### config.mk
export PLATFORM = sky130hd
export DESIGN_NAME = bbe_evaluator
export DESIGN_NICKNAME = d
export VERILOG_FILES = /design/src/rtl/bbe_pkg.sv /design/src/rtl/bbe_flash.sv /design/src/rtl/bbe_evaluator.sv
export SDC_FILE = /design/constraint.sdc
export NUM_CORES = 1
export LEC_CHECK = 0
export ABC_AREA = 0
export BUFFER_PORTS_ARGS = -buffer_cell sky130_fd_sc_hd__buf_2
export CAP_MARGIN = 20
export CORE_MARGIN = 10
export CORE_UTILIZATION = 58
export CTS_CLUSTER_DIAMETER = 100
export DETAILED_ROUTE_END_ITERATION = 10
export PLACE_DENSITY = 0.86
export REMOVE_ABC_BUFFERS = 1
export SKIP_LAST_GASP = 1
export SLEW_MARGIN = 5
export SYNTH_ARGS = -nofsm -noshare
export SYNTH_HDL_FRONTEND = slang
export SYNTH_SLANG_ARGS = --single-unit
### constraint.sdc
create_clock -name i_clk -period 7.2 [get_ports i_clk]
set_input_delay 0.36 -clock i_clk [delete_from_list [all_inputs] [get_ports i_clk]]
set_output_delay 0.36 -clock i_clk [all_outputs]
set_load 0.005 [all_outputs]
### src/rtl/bbe_pkg.sv
// shared constants for the beam blanking evaluator
package bbe_pkg;
  localparam int unsigned NUM_BEAMS      = 32;
  localparam int unsigned AW             = 4;
  // register word offsets (byte address = 4 * index)
  localparam logic [AW-1:0] REG_CTRL     = 4'h0;
  localparam logic [AW-1:0] REG_STATUS   = 4'h1;
  localparam logic [AW-1:0] REG_IRQ_STAT = 4'h2;
  localparam logic [AW-1:0] REG_IRQ_MASK = 4'h3;
  localparam logic [AW-1:0] REG_TAUGHT   = 4'h4;
  localparam logic [AW-1:0] REG_BEAMS    = 4'h5;
  // control fields
  localparam int unsigned CTRL_FIXED     = 0;
  localparam int unsigned CTRL_EDGE      = 1;
  localparam int unsigned CTRL_FLOAT_LSB = 2;
  localparam int unsigned CTRL_GRID      = 4;
  localparam int unsigned CTRL_TEACH     = 8;
  localparam logic [31:0] CTRL_RESET     = 32'h0000_0000;
  // irq stat / mask bit positions
  localparam int unsigned EV_TRIP        = 0;
  localparam int unsigned EV_LOCK        = 1;
  localparam int unsigned EV_CFG_ERR     = 2;
  localparam int unsigned EV_TAUGHT      = 3;
  localparam int unsigned NUM_EV         = 4;
  localparam logic [NUM_EV-1:0] EV_ZERO  = 4'h0;
  // blanking indicator flash: 250 ms half period
  localparam int unsigned CLK_HZ         = 100_000_000;
  localparam int unsigned FLASH_MS       = 250;
  localparam int unsigned FLASH_CYC      = CLK_HZ / 1000 * FLASH_MS;
  localparam int unsigned FLASH_W        = 25;
endpackage : bbe_pkg

### src/rtl/bbe_flash.sv
// divider producing a one-cycle enable pulse for the blanking indicator
`timescale 1ns/100ps
module bbe_flash #(
  parameter int unsigned PERIOD = bbe_pkg::FLASH_CYC
) (
  input  wire logic i_clk,
  input  wire logic i_rst,
  input  wire logic i_run,
  output logic      o_tick
);
  logic [bbe_pkg::FLASH_W-1:0] cnt_q;

  always_ff @(posedge i_clk or posedge i_rst) begin
    if (i_rst) begin
      cnt_q  <= '0;
      o_tick <= 1'b0;
    end else if (!i_run) begin
      cnt_q  <= '0;
      o_tick <= 1'b0;
    end else if (cnt_q == bbe_pkg::FLASH_W'(PERIOD - 1)) begin
      cnt_q  <= '0;
      o_tick <= 1'b1;
    end else begin
      cnt_q  <= cnt_q + 1'b1;
      o_tick <= 1'b0;
    end
  end
endmodule : bbe_flash

### src/rtl/bbe_evaluator.sv
// beam blanking evaluator with wishbone register access
// Summary of operation
// - first beam is never blanked
// - fixed blanking allows any number of regions
// - taught set change locks the outputs
// - only a new teach-in clears lockout
// - fixed blanking enable flashes blanking indicator
// - edge mode accepts object shifted one beam
// - edge mode accepts one beam fewer
// - edge mode errors on larger deviation
// - edge mode excludes fixed and floating
// - curtain floats up to two beams
// - fixed and floating may combine
// - floating tolerates configured interrupted count
// - grid floats at most one beam
// - grid floating needs its parameter
//
// Local design decisions: the Wishbone register port and the register offsets.
`timescale 1ns/100ps
module bbe_evaluator #(
  parameter int unsigned FLASH_PERIOD = bbe_pkg::FLASH_CYC
) (
  input  wire logic                          i_clk,
  input  wire logic                          i_rst,
  input  wire logic [bbe_pkg::NUM_BEAMS-1:0] i_beam_blocked,
  input  wire logic                          i_wb_cyc,
  input  wire logic                          i_wb_stb,
  input  wire logic                          i_wb_we,
  input  wire logic [bbe_pkg::AW-1:0]        i_wb_adr,
  input  wire logic [31:0]                   i_wb_dat,
  input  wire logic [3:0]                    i_wb_sel,
  output logic      [31:0]                   o_wb_dat,
  output logic                               o_wb_ack,
  output logic                               o_safe_out,
  output logic                               o_blank_led,
  output logic                               o_irq
);
  localparam int unsigned N = bbe_pkg::NUM_BEAMS;
  typedef logic [N-1:0] bbe_vec_t;

  //////////////////////////////////////////////////////////////////////
  // helpers
  function automatic logic [7:0] bbe_count(input bbe_vec_t v);
    logic [7:0] c;
    c = 8'h00;
    for (int i = 0; i < N; i++) begin
      c = c + {7'h00, v[i]};
    end
    return c;
  endfunction : bbe_count

  function automatic logic bbe_wr(input logic [bbe_pkg::AW-1:0] a, input logic [bbe_pkg::AW-1:0] r,
                                  input logic cyc, input logic stb, input logic we, input logic ack);
    return cyc && stb && we && !ack && (a == r);
  endfunction : bbe_wr

  //////////////////////////////////////////////////////////////////////
  // beam input synchroniser
  bbe_vec_t beam_s1_q;
  bbe_vec_t beam_q;

  always_ff @(posedge i_clk or posedge i_rst) begin
    if (i_rst) begin
      beam_s1_q <= '0;
      beam_q    <= '0;
    end else begin
      beam_s1_q <= i_beam_blocked;
      beam_q    <= beam_s1_q;
    end
  end

  //////////////////////////////////////////////////////////////////////
  // control register
  logic [31:0] ctrl_q;
  logic        wr_ctrl;
  logic        rd_stat;
  logic        teach_req;

  assign wr_ctrl   = bbe_wr(i_wb_adr, bbe_pkg::REG_CTRL, i_wb_cyc, i_wb_stb, i_wb_we, o_wb_ack);
  assign rd_stat   = i_wb_cyc && i_wb_stb && !i_wb_we && !o_wb_ack && (i_wb_adr == bbe_pkg::REG_IRQ_STAT);
  assign teach_req = wr_ctrl && i_wb_sel[1] && i_wb_dat[bbe_pkg::CTRL_TEACH];

  always_ff @(posedge i_clk or posedge i_rst) begin
    if (i_rst) begin
      ctrl_q <= bbe_pkg::CTRL_RESET;
    end else if (wr_ctrl && i_wb_sel[0]) begin
      ctrl_q[7:0] <= i_wb_dat[7:0];
    end
  end

  logic       p_fixed;
  logic       p_edge;
  logic [1:0] p_float;
  logic       p_grid;
  logic       cfg_err;
  logic [1:0] float_lim;

  assign p_fixed = ctrl_q[bbe_pkg::CTRL_FIXED];
  assign p_edge  = ctrl_q[bbe_pkg::CTRL_EDGE];
  assign p_float = ctrl_q[bbe_pkg::CTRL_FLOAT_LSB +: 2];
  assign p_grid  = ctrl_q[bbe_pkg::CTRL_GRID];
  assign cfg_err = (p_edge && (p_fixed || (p_float != 2'd0))) || (p_grid && (p_fixed || p_edge))
                   || (p_float == 2'd3);
  assign float_lim = cfg_err ? 2'd0 : (p_grid ? ((p_float != 2'd0) ? 2'd1 : 2'd0) : p_float);

  //////////////////////////////////////////////////////////////////////
  // teach-in and lockout
  bbe_vec_t taught_q;
  logic     locked_q;
  logic     taught_v_q;
  logic     fixed_on;

  assign fixed_on = (p_fixed || p_edge) && !cfg_err && !p_grid;

  always_ff @(posedge i_clk or posedge i_rst) begin
    if (i_rst) begin
      taught_q   <= '0;
      taught_v_q <= 1'b0;
    end else if (teach_req && fixed_on) begin
      taught_q   <= {beam_q[N-1:1], 1'b0};
      taught_v_q <= 1'b1;
    end
  end

  //////////////////////////////////////////////////////////////////////
  // evaluation
  bbe_vec_t fixed_mask;
  logic     fixed_bad;
  logic     edge_ok;
  logic     float_ok;
  bbe_vec_t extra;
  bbe_vec_t up_set;
  bbe_vec_t dn_set;
  logic [7:0] n_taught;
  logic [7:0] n_obj;

  assign n_taught = bbe_count(taught_q);
  assign up_set   = {taught_q[N-2:0], 1'b0};
  assign dn_set   = {1'b0, taught_q[N-1:1]};

  always_comb begin
    fixed_mask = '0;
    fixed_bad  = 1'b0;
    edge_ok    = 1'b1;
    n_obj      = 8'h00;
    if (fixed_on && p_fixed) begin
      fixed_mask = taught_q;
      fixed_bad  = ((beam_q & taught_q) != taught_q);
    end else if (fixed_on && p_edge) begin
      fixed_mask = taught_q | up_set | dn_set;
      n_obj      = bbe_count(beam_q & fixed_mask & ~bbe_vec_t'(1));
      // larger change is an error
      // object may spread into one edge beam, never into both
      edge_ok    = (n_taught != 8'h00) && ((n_obj == n_taught) || (n_obj + 8'h01 == n_taught))
                   && (((beam_q & up_set & ~taught_q) == '0) || ((beam_q & dn_set & ~taught_q) == '0))
                   && (n_obj != 8'h00);
      fixed_bad  = !edge_ok;
    end
    fixed_mask[0] = 1'b0;
  end

  assign extra    = beam_q & ~fixed_mask;
  assign float_ok = !extra[0] && (bbe_count(extra) <= {6'h00, float_lim});

  logic trip;
  assign trip = !float_ok || cfg_err;

  always_ff @(posedge i_clk or posedge i_rst) begin
    if (i_rst) begin
      locked_q <= 1'b0;
    end else if (teach_req && fixed_on) begin
      locked_q <= 1'b0;
    end else if (fixed_on && taught_v_q && fixed_bad) begin
      locked_q <= 1'b1;
    end
  end

  always_ff @(posedge i_clk or posedge i_rst) begin
    if (i_rst) begin
      o_safe_out <= 1'b0;
    end else begin
      o_safe_out <= !trip && !locked_q && !(fixed_on && !taught_v_q);
    end
  end

  //////////////////////////////////////////////////////////////////////
  // blanking indicator
  logic flash_tick;
  logic blank_act;

  assign blank_act = fixed_on || (float_lim != 2'd0);

  bbe_flash #(
    .PERIOD (FLASH_PERIOD)
  ) u_flash (
    .i_clk  (i_clk),
    .i_rst  (i_rst),
    .i_run  (blank_act),
    .o_tick (flash_tick)
  );

  always_ff @(posedge i_clk or posedge i_rst) begin
    if (i_rst) begin
      o_blank_led <= 1'b0;
    end else if (!blank_act) begin
      o_blank_led <= 1'b0;
    end else if (flash_tick) begin
      o_blank_led <= !o_blank_led;
    end
  end

  //////////////////////////////////////////////////////////////////////
  // interrupts
  logic [bbe_pkg::NUM_EV-1:0] ev;
  logic [bbe_pkg::NUM_EV-1:0] irq_stat_q;
  logic [bbe_pkg::NUM_EV-1:0] irq_mask_q;
  logic                       safe_d1_q;
  logic                       lock_d1_q;

  always_ff @(posedge i_clk or posedge i_rst) begin
    if (i_rst) begin
      safe_d1_q <= 1'b0;
      lock_d1_q <= 1'b0;
    end else begin
      safe_d1_q <= o_safe_out;
      lock_d1_q <= locked_q;
    end
  end

  always_comb begin
    ev                      = bbe_pkg::EV_ZERO;
    ev[bbe_pkg::EV_TRIP]    = safe_d1_q && !o_safe_out;
    ev[bbe_pkg::EV_LOCK]    = locked_q && !lock_d1_q;
    ev[bbe_pkg::EV_CFG_ERR] = cfg_err;
    ev[bbe_pkg::EV_TAUGHT]  = teach_req && fixed_on;
  end

  // set wins over read-clear
  always_ff @(posedge i_clk or posedge i_rst) begin
    if (i_rst) begin
      irq_stat_q <= bbe_pkg::EV_ZERO;
    end else begin
      irq_stat_q <= (rd_stat ? bbe_pkg::EV_ZERO : irq_stat_q) | ev;
    end
  end

  always_ff @(posedge i_clk or posedge i_rst) begin
    if (i_rst) begin
      irq_mask_q <= bbe_pkg::EV_ZERO;
    end else if (bbe_wr(i_wb_adr, bbe_pkg::REG_IRQ_MASK, i_wb_cyc, i_wb_stb, i_wb_we, o_wb_ack)
                 && i_wb_sel[0]) begin
      irq_mask_q <= i_wb_dat[bbe_pkg::NUM_EV-1:0];
    end
  end

  assign o_irq = |(irq_stat_q & irq_mask_q);

  //////////////////////////////////////////////////////////////////////
  // wishbone read and ack
  logic [31:0] rdat;

  always_comb begin
    case (i_wb_adr)
      bbe_pkg::REG_CTRL:     rdat = {24'h000000, ctrl_q[7:0]};
      bbe_pkg::REG_STATUS:   rdat = {25'h0000000, cfg_err, taught_v_q, fixed_on, o_blank_led,
                                     locked_q, trip, o_safe_out};
      bbe_pkg::REG_IRQ_STAT: rdat = {28'h0000000, irq_stat_q};
      bbe_pkg::REG_IRQ_MASK: rdat = {28'h0000000, irq_mask_q};
      bbe_pkg::REG_TAUGHT:   rdat = taught_q;
      bbe_pkg::REG_BEAMS:    rdat = beam_q;
      default:               rdat = 32'h00000000;
    endcase
  end

  always_ff @(posedge i_clk or posedge i_rst) begin
    if (i_rst) begin
      o_wb_ack <= 1'b0;
      o_wb_dat <= 32'h00000000;
    end else begin
      o_wb_ack <= i_wb_cyc && i_wb_stb && !o_wb_ack;
      o_wb_dat <= (i_wb_cyc && i_wb_stb && !i_wb_we && !o_wb_ack) ? rdat : 32'h00000000;
    end
  end
endmodule : bbe_evaluator

==> impl_metrics.csv <==
group,metric,value,unit
run_status,run_status,"finished, final reports clean",
worst_setup_path,critical_path.top_delay_family,"adder cells",
clock_network,post-cts-setup-buffer-count,0,
final_layout,fin_area,11900,um^2
grt,grt_antenna_before_repair,0,
timing,fin_tns_setup,0,ns
timing,tightest_slew,0.958,ns
final_layout,diodes,0,
clock_network,worstSkewPairLatency,0.44,ns
worst_setup_path,crit_chain,"inv_1 > ha_1 > nand2_1 > and2_1 > fa_1 > fa_1 > inv_1 > fa_1 > fa_1 > fa_1 > fa_1 > inv_1 > fa_1 > inv_1 > fa_1 > nor3_1 > nand3_1 > a221o_1 > a211oi_1 > a211oi_1",
timing,rsz0062_at_grt,"false",
placement,place.gp.congestion,1.01,
clock_network,path_clk_slew,0.08,ns
power_and_ir_drop,peakVddDrop,0.673,mV
clock_network,htree_levels,4,
grt,overflow,0,
final_layout,drive_gt1_share,16.9,%
floorplan,dieArea,24000,um^2
clock_network,tritoncts,"built",
route,wl_per_cell,20.9,um
route,drc_errors,0,
route,wl,28800,um
route,ant_nets,0,
logic_synthesis,netlist_area,10600,um^2
power_and_ir_drop,power_density,316,nW/um^2
logic_synthesis,synth-edff-count,0,
route,drt_pass1_iterations,7,
placement,place.port_buffers,87,
clock_network,clockRootBuffer,"clkbuf_16",
power_and_ir_drop,p_leak,5.59,nW
clock_network,clock-sinks,176,
worst_setup_path,arrival,7.11,ns
logic_synthesis,synthCells,1056,
floorplan,num_rows,49,
timing,fmax,147,MHz
final_layout,fill_cells,1351,
logic_synthesis,synth_ff_type,"dfrtp_1",
worst_setup_path,crit_slowest_cell,"fa_1",
final_layout,utilization,66.3,%
timing,hold_viol,0,
clock_network,numCtsBuffers,17,
logic_synthesis,synth.ff_latch_count,176,
clock_network,clk_path_buf_depth,2,
grt,gr-usage-all-layers,24.5,%
grt,grt_pass1_wl,47200,um
timing,finalSetupViolCount,0,
timing,report.final.slew_viol_count,0,
logic_synthesis,yosysSeqAreaShare,41.7,%
route,dr_total_vias,8497,
floorplan,core_area,18000,um^2
worst_setup_path,cp-end-kind,"flop",
timing,min_period,6.80,ns
timing,fin_worst_skew,0.0108,ns
logic_synthesis,yosysWarnings,0,
logic_synthesis,avgSynthCellArea,10.0,um^2
route,via_per_inst,6.14,
grt,grt_pass1_vias,8850,
worst_setup_path,path_max_fanout,7,
job,maxCapViolations,0,
placement,post-dp-hpwl,21300,um
worst_setup_path,slowest_delay,0.55,ns
worst_hold_path,hp-class,"primary input to flop",
worst_setup_path,crit_top_cell,"fa_1",
timing,maxSlewHeadroom,36.1,%
logic_synthesis,ys_async_sr_fraction,100,%
worst_setup_path,worst_ep_required_time,7.51,ns
worst_setup_path,crit_type,"flop to flop",
worst_setup_path,start_kind,"flop",
floorplan,die_x,155,um
grt,grt_max_degree,98,
final_layout,layout.nets,1315,
timing,period_share,94.4,%
power_and_ir_drop,report.power.total,0.00376,W
route,drt_iter0_drc,1026,
logic_synthesis,synth_cell_types,71,
final_layout,syn_to_final_growth,12.8,%
floorplan,initial_core_util,58.8,%
placement,placed_area,11300,um^2
floorplan,die_h,155,um
worst_setup_path,cp_num_buf_inv,4,
floorplan,num_io_pins,113,
## area by class of cell
cell class	count	area [um^2]	area share (%)
Multi-Input combinational cell	705	5430	45.6
Sequential cell	176	4400	37.0
Timing Repair Buffer	123	746	6.26
Inverter	118	455	3.82
Clock buffer	17	425	3.57
Tap cell	229	287	2.41
Clock inverter	15	166	1.40
## per-stage QoR
| stage | hold slack (ns) | cells | setup slack (ns) |
|---|---|---|---|
| floorplan | 0.331 | 999 | 0.641 |
| global placement | 0.332 | 1349 | 0.441 |
| detailed placement | 0.335 | 1349 | 0.285 |
| CTS | 0.0148 | 1381 | 0.267 |
| global route | 0.00579 | 1383 | 0.116 |
| finish | 0.0271 | 1383 | 0.401 |
## placed cells by master (no fill, tap or decap), types with 13 or more instances in the layout
cell | synthesis | final
o21a_1 | 16 | 16
fa_1 | 70 | 70
o31a_1 | 15 | 15
o21ai_0 | 54 | 54
buf_2 | 19 | 87
nor2_1 | 101 | 100
ha_1 | 27 | 27
nand3b_1 | 37 | 37
nand2b_1 | 17 | 17
a22oi_1 | 32 | 32
xor2_1 | 24 | 24
clkbuf_16 | 0 | 17
inv_1 | 106 | 105
nand3_1 | 22 | 22
dfrtp_1 | 176 | 176
nand2_1 | 89 | 89
buf_4 | 2 | 34
nand4_1 | 13 | 13
a21oi_1 | 46 | 46
## Yosys cell counts, types with 4 or more instances
cell	count	area, um^2
nor2_1	101	379
nor3_1	6	30.0
buf_6	6	67.6
nor2b_1	5	31.3
ha_1	27	338
nand2_1	89	334
o31a_1	15	131
xor2_1	24	210
nand2b_1	17	106
mux2i_1	5	50.1
clkbuf_1	28	105
mux2_2	12	135
nand4_1	13	81.3
a22oi_1	32	240
o22ai_1	9	56.3
o2111ai_1	5	43.8
o21a_1	16	120
inv_1	106	398
xnor2_1	12	105
inv_2	8	30.0
fa_1	70	1400
dfrtp_1	176	4400
nor4_1	6	37.5
a21oi_1	46	230
o31ai_1	7	52.6
nand3_1	22	110
or2_2	4	25.0
and3_1	12	75.1
a21boi_0	6	45.0
o21ai_0	54	270
nand3b_1	37	278
buf_2	19	95.1
## flip-flops by register name (all words and copies together) (netlist names), 4 cells and up
name           cells
irq_mask_q         4
taught_q          31
ctrl_q             8
beam_s1_q         32
o_wb_dat          32
u_flash.cnt_q     25
irq_stat_q         4
beam_q            32
## cells by family (layout without fill, tap and decap cells)
family / Yosys count / count (layout) / synth area share, %
and+or+nand+nor: 336 / 336 / 16.1
buffers and inverters: 175 / 273 / 7.01
AOI/OAI and AO/OA: 218 / 218 / 13.8
muxes: 17 / 17 / 1.75
DFF: 176 / 176 / 41.7
adders and majority gates: 97 / 97 / 16.5
xor gates and xnor gates: 37 / 37 / 3.14
## final timing paths
check	startpoint	to	slack (ns)	cells past startpoint
max in group asynchronous	i_rst	o_wb_dat[21]$_DFF_PP0_	5.64	3
hold / removal	i_beam_blocked[3]	beam_s1_q[3]$_DFF_PP0_	0.03	1
min in group asynchronous	i_rst	beam_s1_q[11]$_DFF_PP0_	0.10	2
hold reg to reg	beam_s1_q[4]$_DFF_PP0_	beam_q[4]$_DFF_PP0_	0.35	0
setup reg to reg	taught_q[1]$_DFFE_PP0P_	locked_q$_DFFE_PP0P_	0.40	20
setup / recovery	taught_q[1]$_DFFE_PP0P_	locked_q$_DFFE_PP0P_	0.40	20
## power breakdown
part           switching (W)  internal, W
sequential         0.0000381      0.00102
clock               0.000445     0.000467
combinational        0.00104     0.000758
## routing by layer
layer,wire [um],global-route usage [%]
met1,11200,31.6
met2,13600,38.8
met3,3030,6.56
met4,1020,9.45
met5,0,0
## repair_timing
item                                   in CTS  in global routing
endpoints found under the hold margin       0                  0
hold buffers                                0                  0
gates resized for setup                     0                  2
setup endpoints to repair                   0                  2
Power figures use the tool's default switching activity.
